===== src/hw/spp_pkg.sv =====
// serial peripheral port: register offsets, field positions, reset values, states
// assumes 16-bit register accesses addressed by word offset
package spp_pkg;
    // ************************************************************
    // register offsets (word addresses)
    // ************************************************************
    localparam logic [15:0] A_CFG = 16'h7040;
    localparam logic [15:0] A_CTL = 16'h7041;
    localparam logic [15:0] A_STS = 16'h7042;
    localparam logic [15:0] A_BRR = 16'h7044;
    localparam logic [15:0] A_RXD = 16'h7046;
    localparam logic [15:0] A_RXB = 16'h7047;
    localparam logic [15:0] A_TXB = 16'h7048;
    localparam logic [15:0] A_DAT = 16'h7049;
    localparam logic [15:0] A_FTX = 16'h704a;
    localparam logic [15:0] A_FRX = 16'h704b;
    localparam logic [15:0] A_FCT = 16'h704c;
    localparam logic [15:0] A_PRI = 16'h704f;
    // ************************************************************
    // field positions
    // ************************************************************
    localparam int CFG_POL  = 6;
    localparam int CTL_RXIE = 0;
    localparam int CTL_TALK = 1;
    localparam int CTL_MST  = 2;
    localparam int CTL_PHA  = 3;
    localparam int CTL_OVIE = 4;
    localparam int CTL_TXIE = 5;
    localparam int STS_OV   = 7;
    // ************************************************************
    // reset values and divisor limits
    // ************************************************************
    localparam logic [7:0] CFG_RST   = 8'h0f;
    localparam logic [7:0] CTL_RST   = 8'h00;
    localparam logic [6:0] BRR_RST   = 7'h00;
    localparam logic [7:0] DLY_RST   = 8'h00;
    localparam logic [7:0] PRI_RST   = 8'h00;
    localparam logic [3:0] PIN_RST   = 4'h1;
    localparam logic [6:0] DIV_FLOOR = 7'h03;
    localparam logic [7:0] DIV_SLOW  = 8'h04;

    typedef enum logic [2:0] {
        SPP_IDLE = 3'b001,
        SPP_RUN  = 3'b010,
        SPP_GAP  = 3'b100
    } spp_state_t;
endpackage : spp_pkg


===== src/hw/spp_port.sv =====
// serial peripheral port: word fifo and the port itself
// assumes pins arrive unsynchronised; registers reached by word offset, 16-bit only
`timescale 1ns/1ns

// ************************************************************
// word fifo
// ************************************************************
module spp_fifo #(
    parameter int W  = 16,
    parameter int D  = 16,
    parameter int AW = $clog2(D)
) (
    input  wire logic          ref_clk,
    input  wire logic          nrst,
    input  wire logic          in_valid,
    output logic               in_ready,
    input  wire logic [W-1:0]  in_data,
    output logic               out_valid,
    input  wire logic          out_ready,
    output logic [W-1:0]       out_data,
    output logic [AW:0]        level
);
    logic [W-1:0]  mem_ff [D];
    logic [AW-1:0] wp_ff;
    logic [AW-1:0] rp_ff;
    logic [AW:0]   cnt_ff;
    wire push = in_valid & in_ready;
    wire pop  = out_valid & out_ready;

    assign in_ready  = cnt_ff != (AW+1)'(D);
    assign out_valid = cnt_ff != '0;
    assign out_data  = mem_ff[rp_ff];
    assign level     = cnt_ff;

    always_ff @(posedge ref_clk) begin
        if (push) begin
            mem_ff[wp_ff] <= in_data;
        end
    end

    // depth is a power of two, pointers wrap freely
    always_ff @(posedge ref_clk) begin
        if (!nrst) begin
            wp_ff  <= '0;
            rp_ff  <= '0;
            cnt_ff <= '0;
        end else begin
            wp_ff  <= push ? wp_ff + 1'b1 : wp_ff;
            rp_ff  <= pop ? rp_ff + 1'b1 : rp_ff;
            cnt_ff <= cnt_ff + (AW+1)'(push) - (AW+1)'(pop);
        end
    end
endmodule : spp_fifo

module spp_port #(
    parameter int FIFO_DEPTH = 16
) (
    input  wire logic        ref_clk,
    input  wire logic        nrst,
    input  wire logic [15:0] reg_addr,
    input  wire logic        reg_wr,
    input  wire logic        reg_rd,
    input  wire logic [15:0] reg_wdata,
    output logic [15:0]      reg_rdata,
    input  wire logic        serial_clock_pin_i,
    output logic             serial_clock_pin_o,
    output logic             serial_clock_pin_oe_n,
    input  wire logic        slave_in_master_out_i,
    output logic             slave_in_master_out_o,
    output logic             slave_in_master_out_oe_n,
    input  wire logic        slave_out_master_in_i,
    output logic             slave_out_master_in_o,
    output logic             slave_out_master_in_oe_n,
    input  wire logic        slave_transmit_enable_n_i,
    output logic             slave_transmit_enable_n_o,
    output logic             slave_transmit_enable_n_oe_n,
    output logic             rx_irq,
    output logic             tx_irq
);
    localparam int LW = $clog2(FIFO_DEPTH) + 1;

    logic [7:0]  cfg_ff;
    logic [7:0]  ctl_ff;
    logic [6:0]  brr_ff;
    logic [7:0]  dly_ff;
    logic [7:0]  pri_ff;
    logic        ov_ff;
    logic [15:0] rdata_ff;
    logic [15:0] dat_ff;
    logic [3:0]  s1_ff;
    logic [3:0]  s2_ff;
    logic [3:0]  s3_ff;
    logic [3:0]  flt_ff;
    logic        sclk_prev_ff;
    spp_pkg::spp_state_t st_ff;
    spp_pkg::spp_state_t nxt_st;
    logic [7:0]  hcnt_ff;
    logic [7:0]  gcnt_ff;
    logic [4:0]  ecnt_ff;
    logic [3:0]  bcnt_ff;
    logic        sclk_o_ff;
    logic        ste_o_ff;
    logic [15:0] sh_ff;
    logic [15:0] rxsh_ff;
    logic        skip_ff;
    logic [3:0]  msamp_ff;
    logic        txf_in_ready;
    logic        txf_valid;
    logic [15:0] txf_data;
    logic [LW-1:0] txf_lvl;
    logic        rxf_in_ready;
    logic        rxf_valid;
    logic [15:0] rxf_data;
    logic [LW-1:0] rxf_lvl;

    // ************************************************************
    // register decode
    // ************************************************************
    wire hit_cfg = reg_addr == spp_pkg::A_CFG;
    wire hit_ctl = reg_addr == spp_pkg::A_CTL;
    wire hit_sts = reg_addr == spp_pkg::A_STS;
    wire hit_brr = reg_addr == spp_pkg::A_BRR;
    wire hit_rxd = reg_addr == spp_pkg::A_RXD;
    wire hit_rxb = reg_addr == spp_pkg::A_RXB;
    wire hit_txb = reg_addr == spp_pkg::A_TXB;
    wire hit_dat = reg_addr == spp_pkg::A_DAT;
    wire hit_ftx = reg_addr == spp_pkg::A_FTX;
    wire hit_frx = reg_addr == spp_pkg::A_FRX;
    wire hit_fct = reg_addr == spp_pkg::A_FCT;
    wire hit_pri = reg_addr == spp_pkg::A_PRI;
    wire hit_byte = hit_cfg | hit_ctl | hit_sts | hit_brr | hit_ftx | hit_frx
                  | hit_fct | hit_pri;

    // ************************************************************
    // mode and timing
    // ************************************************************
    wire        mst        = ctl_ff[spp_pkg::CTL_MST];
    wire        talk       = ctl_ff[spp_pkg::CTL_TALK];
    wire        samp_first = ~(cfg_ff[spp_pkg::CFG_POL] ^ ctl_ff[spp_pkg::CTL_PHA]);
    wire [3:0]  lenf       = cfg_ff[3:0];
    wire [15:0] len_mask   = 16'hffff >> (4'hf - lenf);
    wire [7:0]  per     = (brr_ff < spp_pkg::DIV_FLOOR) ? spp_pkg::DIV_SLOW
                                                        : {1'b0, brr_ff} + 8'h01;
    wire [7:0]  half_lo = per >> 1;
    wire [7:0]  half_hi = per - half_lo;
    wire [7:0]  half_n  = ecnt_ff[0] ? half_lo : half_hi;
    wire        in_run  = st_ff == spp_pkg::SPP_RUN;
    wire        m_tick  = mst & in_run & (hcnt_ff == half_n - 8'h01);
    wire        gap_tick = (st_ff == spp_pkg::SPP_GAP) & (hcnt_ff == per - 8'h01);

    // ************************************************************
    // pin synchroniser, filtered when stages two and three agree
    // ************************************************************
    wire [3:0] pin_raw = {serial_clock_pin_i, slave_in_master_out_i,
                          slave_out_master_in_i, slave_transmit_enable_n_i};
    wire [3:0] agree   = ~(s2_ff ^ s3_ff);

    always_ff @(posedge ref_clk) begin
        if (!nrst) begin
            s1_ff  <= spp_pkg::PIN_RST;
            s2_ff  <= spp_pkg::PIN_RST;
            s3_ff  <= spp_pkg::PIN_RST;
            flt_ff <= spp_pkg::PIN_RST;
        end else begin
            s1_ff  <= pin_raw;
            s2_ff  <= s1_ff;
            s3_ff  <= s2_ff;
            flt_ff <= (s2_ff & agree) | (flt_ff & ~agree);
        end
    end

    wire s_sclk = flt_ff[3];
    wire sel    = ~flt_ff[0];

    // ************************************************************
    // edge events shared by master and slave
    // ************************************************************
    // slave takes edges from the pin, master from its divider
    wire s_edge     = ~mst & in_run & (s_sclk != sclk_prev_ff);
    wire edge_ev    = m_tick | s_edge;
    wire first_edge = mst ? ~ecnt_ff[0] : s_sclk;
    // sample or drive edge by mode
    wire samp_ev    = edge_ev & (first_edge == samp_first);
    wire drv_ev     = edge_ev & (first_edge != samp_first);
    // receive runs whatever the transmit setting
    wire din        = mst ? flt_ff[1] : flt_ff[2];
    // master reads its data pin four cycles late: synchroniser delay
    wire samp_take  = mst ? msamp_ff[3] : samp_ev;
    wire last_bit   = bcnt_ff == lenf;
    wire rx_push    = samp_take & last_bit;
    wire [15:0] rx_word = {rxsh_ff[14:0], din} & len_mask;
    wire m_end      = m_tick & (ecnt_ff == {lenf, 1'b1});
    // master waits when receive fifo is full: back-pressure
    // no start while late samples of the word before are pending
    wire m_start    = mst & (st_ff == spp_pkg::SPP_IDLE) & txf_valid & rxf_in_ready
                    & ~(|msamp_ff);
    wire s_start    = ~mst & (st_ff == spp_pkg::SPP_IDLE) & sel;
    wire s_reload   = ~mst & rx_push & sel;
    wire load       = m_start | s_start | s_reload;
    wire [15:0] tx_word = txf_valid ? (txf_data << (4'hf - lenf)) : 16'h0000;
    wire msb_bit    = txf_data[lenf];

    // ************************************************************
    // transfer sequencer
    // ************************************************************
    always_comb begin
        nxt_st = st_ff;
        case (st_ff)
            spp_pkg::SPP_IDLE: begin
                if (m_start | s_start) begin
                    nxt_st = spp_pkg::SPP_RUN;
                end
            end
            spp_pkg::SPP_RUN: begin
                // gap only when a delay is programmed
                if (mst & m_end) begin
                    nxt_st = (dly_ff == 8'h00) ? spp_pkg::SPP_IDLE : spp_pkg::SPP_GAP;
                end else if (~mst & ~sel) begin
                    nxt_st = spp_pkg::SPP_IDLE;
                end
            end
            spp_pkg::SPP_GAP: begin
                if (gap_tick & (gcnt_ff == 8'h01)) begin
                    nxt_st = spp_pkg::SPP_IDLE;
                end
            end
            default: nxt_st = spp_pkg::SPP_IDLE;
        endcase
    end

    always_ff @(posedge ref_clk) begin
        if (!nrst) begin
            st_ff        <= spp_pkg::SPP_IDLE;
            sclk_prev_ff <= 1'b0;
            hcnt_ff      <= 8'h00;
            gcnt_ff      <= 8'h00;
        end else begin
            st_ff        <= nxt_st;
            sclk_prev_ff <= s_sclk;
            hcnt_ff      <= (m_tick | gap_tick | ~(mst & in_run) & ~gap_tick
                             & (st_ff != spp_pkg::SPP_GAP)) ? 8'h00 : hcnt_ff + 8'h01;
            // pause counted in whole serial periods
            gcnt_ff      <= m_end ? dly_ff : (gap_tick ? gcnt_ff - 8'h01 : gcnt_ff);
        end
    end

    always_ff @(posedge ref_clk) begin
        if (!nrst) begin
            ecnt_ff   <= 5'h00;
            bcnt_ff   <= 4'h0;
            sclk_o_ff <= 1'b0;
            ste_o_ff  <= 1'b1;
            msamp_ff  <= 4'h0;
        end else begin
            ecnt_ff   <= load ? 5'h00 : (m_tick ? ecnt_ff + 5'h01 : ecnt_ff);
            bcnt_ff   <= (load | rx_push) ? 4'h0 : (samp_take ? bcnt_ff + 4'h1 : bcnt_ff);
            msamp_ff  <= {msamp_ff[2:0], mst & samp_ev};
            // clock toggles only from the master divider
            sclk_o_ff <= (mst & in_run) ? (sclk_o_ff ^ m_tick) : 1'b0;
            // select held low for each master word
            ste_o_ff  <= ~(mst & (nxt_st == spp_pkg::SPP_RUN));
        end
    end

    // skip drops a drive edge the load already covers: after a slave reload, or the first edge when drive comes first
    always_ff @(posedge ref_clk) begin
        if (!nrst) begin
            sh_ff   <= 16'h0000;
            rxsh_ff <= 16'h0000;
            skip_ff <= 1'b0;
            dat_ff  <= 16'h0000;
        end else begin
            if (load) begin
                sh_ff <= tx_word;
            end else if (drv_ev & ~skip_ff) begin
                sh_ff <= {sh_ff[14:0], 1'b0};
            end
            skip_ff <= load ? (s_reload | ~samp_first) : (skip_ff & ~drv_ev);
            rxsh_ff <= samp_take ? {rxsh_ff[14:0], din} : rxsh_ff;
            dat_ff  <= rx_push ? rx_word : dat_ff;
        end
    end

    // ************************************************************
    // fifos
    // ************************************************************
    spp_fifo #(.W(16), .D(FIFO_DEPTH)) u_txf (
        .ref_clk   (ref_clk),
        .nrst      (nrst),
        .in_valid  (reg_wr & (hit_txb | hit_dat)),
        .in_ready  (txf_in_ready),
        .in_data   (reg_wdata),
        .out_valid (txf_valid),
        .out_ready (load),
        .out_data  (txf_data),
        .level     (txf_lvl)
    );

    spp_fifo #(.W(16), .D(FIFO_DEPTH)) u_rxf (
        .ref_clk   (ref_clk),
        .nrst      (nrst),
        .in_valid  (rx_push),
        .in_ready  (rxf_in_ready),
        .in_data   (rx_word),
        .out_valid (rxf_valid),
        .out_ready (reg_rd & hit_rxb),
        .out_data  (rxf_data),
        .level     (rxf_lvl)
    );

    // ************************************************************
    // registers
    // ************************************************************
    // overrun sticky; a new overrun beats the clear
    wire ov_clr = reg_wr & hit_sts & reg_wdata[spp_pkg::STS_OV];
    wire ov_set = rx_push & ~rxf_in_ready;

    // control registers keep the low byte only, the divisor its low seven bits
    always_ff @(posedge ref_clk) begin
        if (!nrst) begin
            cfg_ff <= spp_pkg::CFG_RST;
            ctl_ff <= spp_pkg::CTL_RST;
            brr_ff <= spp_pkg::BRR_RST;
            dly_ff <= spp_pkg::DLY_RST;
            pri_ff <= spp_pkg::PRI_RST;
            ov_ff  <= 1'b0;
        end else begin
            cfg_ff <= (reg_wr & hit_cfg) ? reg_wdata[7:0] : cfg_ff;
            ctl_ff <= (reg_wr & hit_ctl) ? reg_wdata[7:0] : ctl_ff;
            brr_ff <= (reg_wr & hit_brr) ? reg_wdata[6:0] : brr_ff;
            dly_ff <= (reg_wr & hit_fct) ? reg_wdata[7:0] : dly_ff;
            pri_ff <= (reg_wr & hit_pri) ? reg_wdata[7:0] : pri_ff;
            ov_ff  <= ov_set | (ov_ff & ~ov_clr);
        end
    end

    wire [7:0] sts_rd = {ov_ff, rxf_valid, ~txf_in_ready, 5'h00};
    wire [7:0] ftx_rd = {2'b00, ~txf_valid, 5'(txf_lvl)};
    wire [7:0] frx_rd = {2'b00, ~rxf_in_ready, 5'(rxf_lvl)};
    wire [7:0] byte_rd = hit_cfg ? cfg_ff
                       : hit_ctl ? ctl_ff
                       : hit_sts ? sts_rd
                       : hit_brr ? {1'b0, brr_ff}
                       : hit_ftx ? ftx_rd
                       : hit_frx ? frx_rd
                       : hit_fct ? dly_ff
                       : hit_pri ? pri_ff : 8'h00;
    // upper byte of control reads is zero
    wire [15:0] rmux = hit_byte ? {8'h00, byte_rd}
                     : (hit_rxd | hit_rxb) ? rxf_data
                     : hit_dat ? dat_ff : 16'h0000;

    always_ff @(posedge ref_clk) begin
        if (!nrst) begin
            rdata_ff <= 16'h0000;
        end else begin
            rdata_ff <= reg_rd ? rmux : rdata_ff;
        end
    end

    // ************************************************************
    // outputs
    // ************************************************************
    assign reg_rdata                    = rdata_ff;
    assign serial_clock_pin_o           = sclk_o_ff;
    assign serial_clock_pin_oe_n        = ~mst;
    assign slave_transmit_enable_n_o    = ste_o_ff;
    assign slave_transmit_enable_n_oe_n = ~mst;
    assign slave_in_master_out_o        = sh_ff[15];
    assign slave_out_master_in_o        = sh_ff[15];
    // transmit disable only releases the data line
    assign slave_in_master_out_oe_n     = ~(mst & talk);
    assign slave_out_master_in_oe_n     = ~(~mst & talk & sel);
    // request lines for polled or interrupt service
    assign rx_irq = (ctl_ff[spp_pkg::CTL_RXIE] & rxf_valid) | (ctl_ff[spp_pkg::CTL_OVIE] & ov_ff);
    assign tx_irq = ctl_ff[spp_pkg::CTL_TXIE] & ~txf_valid;

    // ************************************************************
    // checks
    // ************************************************************
    logic [7:0] per_cnt_ff;
    logic       per_ok_ff;
    wire        m_rise = m_tick & ~sclk_o_ff;

    always_ff @(posedge ref_clk) begin
        if (!nrst | ~(mst & in_run)) begin
            per_cnt_ff <= 8'h00;
            per_ok_ff  <= 1'b0;
        end else begin
            per_cnt_ff <= m_rise ? 8'h01 : per_cnt_ff + 8'h01;
            per_ok_ff  <= per_ok_ff | m_rise;
        end
    end
endmodule : spp_port


===== config.mk =====
export PLATFORM = sky130hd
export DESIGN_NAME = spp_port
export DESIGN_NICKNAME = d
export VERILOG_FILES = /design/src/hw/spp_pkg.sv /design/src/hw/spp_port.sv
export SDC_FILE = /design/constraint.sdc
export NUM_CORES = 1
export LEC_CHECK = 0
export BUFFER_PORTS_ARGS = -buffer_cell sky130_fd_sc_hd__buf_2
export CAP_MARGIN = 5
export CORE_UTILIZATION = 50
export CTS_CLUSTER_DIAMETER = 150
export CTS_CLUSTER_SIZE = 20
export DETAILED_ROUTE_END_ITERATION = 10
export PLACE_DENSITY = 0.66
export REMOVE_ABC_BUFFERS = 1
export SLEW_MARGIN = 20
export SYNTH_ARGS = -nofsm -noshare
export SYNTH_HDL_FRONTEND = slang
export SYNTH_SLANG_ARGS = --single-unit

===== constraint.sdc =====
create_clock -name ref_clk -period 5.1 [get_ports ref_clk]
set_clock_uncertainty 0.15 [all_clocks]
set_input_delay 0.51 -clock ref_clk [delete_from_list [all_inputs] [get_ports ref_clk]]
set_output_delay 0.51 -clock ref_clk [all_outputs]
set_load 0.005 [all_outputs]

==> results.ini <==
[hold_path]
hold_path.class = input pin to flop

[logic_synthesis]
synth_flop_cell = edfxtp_1
synth.area.top_cells = edfxtp_1, dfxtp_1, mux4_2
yosysTopAreaCellShare_pct = 51.1
yosysWarningCount = 0
syn-cell-area_um2 = 30100
yosysUniqueCellTypes = 90
synth_area_per_cell_um2 = 14.6
ys_seq_area_share_pct = 63.7
ys_async_sr_fraction_pct = 0
syn_inst = 2066
netlist.top_cell.by_area = edfxtp_1
synth_edf_count = 512
synth-seq-cells = 701

[placement]
gp_congestion = 0.856
dpl.hpwl_um = 43400
io_buffers = 65
pre_cts_slack_ns = 0.369

[clock_tree]
cts_buffer_depth = 3
postCtsSetupRepairBufs = 0
clk_pin_slew_worst_paths_ns = 0.09
cts_max_level = 2
clock_sinks = 701
clock-root-buffer = clkbuf_16
cts_buffers = 41
cts_tree = built
clock_latency_ns = 0.60

[floorplanning]
initial_core_util_pct = 50.8
fp.coreArea_um2 = 59200
die_h_um = 247
pin_count = 66
die_w_um = 247
die_area_um2 = 61200
rows = 89

[pwr]
p_leak_nw = 10.9
p_per_area_nw_per_um2 = 294
peakVddDrop_mv = 0.297

[global_routing]
grt_first_pass_wirelength_um = 105000
grt_max_degree = 77
grt_overflow = 0
grt_pass1_vias = 17500
track_usage_pct = 22.8
antenna_found_initial = 3

[sta]
post-route-period-util_pct = 91.8
setup_viol = 0
final-hold-violation-count = 0
rsz0062_at_grt = no
setup_tns_ns = 0
worstMarginPinSlew_ns = 1.13
fmaxAchievable_ghz = 0.214
relSlewSlack_pct = 24.6
finalMaxSlewViolations = 0
fin_crit_ns = 4.68
layout_setup_ws_ns = 0.419

[layout]
area_growth_pct = 8.93
antenna_cells = 0
drive_gt1_share_pct = 18.8
final_nets = 2206

[setup_path]
crit_type = flop to flop
critPathMaxFanout = 16
critPathMaxStageDelay_ns = 0.48
crit_required_ns = 5.44
slowest_stage = nor4_2
start_kind = flop
end_kind = flop
critPathBufInv = 2
crit_family = simple AND/OR/NAND/NOR gates
cp_common_cell = inv_1
crit_chain = nor4_2, a21oi_1, inv_1, ha_1, inv_1, fa_1, nand2b_1, a21oi_2, xnor2_1, o32ai_2, a41oi_1, or3_4, o21ai_4, nand3_2, and3_1, o21a_1
crit_arrival_ns = 5.02

[run_status]
outcome = complete, but fails checks
violations = design-rule violations

[route]
drtIter0Drc = 1367
totalWireLength_um = 68400
drtAntennaViolNets = 0
drt_first_pass_iters = 8
viasPerCell = 5.99
vias = 17500
drcViolationCount = 9
wire_per_inst_um = 23.4

[flow_run]
cap_violations = 0

## routing by layer
metal  vias to the layer above  wire [um]  track usage [%]
li1                       7920          -                -
met1                      8919      29300             31.5
met2                       560      33600             38.1
met3                       100       3850             2.89
met4                         6       1670             6.57
met5                         -         33                0
## registers in the layout (all words and copies together), names as in the netlist, 5 cells and up, named ones only
name          cells
brr_ff            7
cfg_ff            8
ctl_ff            8
dat_ff           16
dly_ff            8
ecnt_ff           5
gcnt_ff           8
hcnt_ff           8
pri_ff            8
reg_rdata        16
rxsh_ff          15
sh_ff            16
u_rxf.level       5
u_rxf.mem_ff    256
u_txf.level       5
u_txf.mem_ff    256
## stage by stage
step | total power, W | util, % | area (um2) | hold slack [ns] | instances
2_1_floorplan | 0.00623 | - | 29600 | 0.236 | 1941
3_3_place_gp | 0.00632 | 53.2 | 31500 | 0.239 | 2846
3_5_place_dp | 0.00632 | 53.2 | 31500 | 0.254 | 2846
6_report | 0.00965 | 55.3 | 32800 | 0.140 | 2922
5_1_grt | 0.00992 | 55.3 | 32800 | 0.127 | 2922
4_1_cts | 0.00972 | 55.3 | 32800 | 0.111 | 2922
## final timing paths
path	start	to	slack (ns)	cells after the start
worst min-delay path	reg_wdata[10]	u_txf.mem_ff[15][10]	0.14	1
worst max-delay path	brr_ff[6]	gcnt_ff[3]	0.42	16
worst max register to register	brr_ff[6]	gcnt_ff[3]	0.42	16
worst min register to register	s1_ff[0]	s2_ff[0]	0.27	1
## cell usage after synthesis (4+ instances only)
library cell,number
buf_4,5
a211oi_1,11
xor2_1,26
xnor2_1,45
a21oi_1,58
dfxtp_1,189
ha_1,43
nor3b_1,6
nand3b_1,7
o21ai_0,41
edfxtp_1,512
mux2_2,9
inv_1,37
o21a_1,5
nand4_1,9
buf_1,15
clkbuf_1,83
mux4_2,151
a22oi_1,20
nand3_1,49
and3_1,18
nand2_1,212
nor4b_1,4
nor4_1,6
o211ai_1,7
nor2b_1,35
nor2_1,85
a221oi_1,11
a31oi_1,10
buf_2,20
nand2b_1,19
and2_1,47
a41oi_1,4
a21boi_0,67
nor3_1,25
o211a_1,15
mux2i_1,62
or3_1,7
o21ai_1,9
o22ai_1,10
## repair_timing
item	in CTS	in global routing
hold endpoints to repair	4	0
gates resized for setup	0	1
setup endpoints to repair	0	1
hold buffers	4	0
## report_power, final
| group | switching [W] | internal, W |
|---|---|---|
| clock network | 0.00182 | 0.00164 |
| logic | 0.0000874 | 0.0000380 |
| registers | 0.00000366 | 0.00607 |
| total | 0.00191 | 0.00774 |
## worst reg2reg max path: cells and delay by family, from the launching register on
kind	cells	cell delay, ns
flops	1	0.40
simple gates	5	1.75
compound gates	6	1.24
fa+ha+maj	2	0.66
xor+xnor	1	0.15
buf+inv	2	0.22
## cell families (layout without fill, tap and decap cells)
kind of cell / Yosys count / in the layout / share of synthesized area [%]
compound gates: 302 / 302 / 6.97
xor+xnor: 74 / 74 / 2.25
fa+ha+maj: 46 / 46 / 1.99
buf+inv: 167 / 250 / 2.29
flops: 701 / 701 / 63.7
mux: 223 / 223 / 13.7
simple gates: 553 / 553 / 9.10
## cell usage in the layout (no fill, tap or decap), types with 11 or more instances in the layout
cell type	synthesis	layout
and3_1	18	18
edfxtp_1	512	512
a21oi_1	58	58
a221oi_1	11	11
ha_1	43	43
buf_2	20	64
xnor2_1	45	45
nor2b_1	35	34
buf_4	5	66
nor3_1	25	17
and2_1	47	47
o211a_1	15	15
nand3_1	49	49
nand2_1	212	212
a211oi_1	11	11
nor2_2	1	26
a21boi_0	67	66
clkbuf_16	0	43
dfxtp_1	189	184
mux2i_1	62	62
xor2_1	26	26
a22oi_1	20	20
mux4_2	151	151
nand2b_1	19	19
o21ai_0	41	41
nor2_1	85	60
inv_1	37	37
clkbuf_1	83	26
## cell type report
type / count / area (um2)
clock buffers: 69 / 1170
inverters: 42 / 158
fillers: 4664 / 26500
clock inverters: 3 / 55.1
multi-input cells: 1198 / 10400
well taps: 773 / 967
repair buffers: 136 / 896
flip-flops and latches: 701 / 19200
Power figures use the tool's default switching activity.
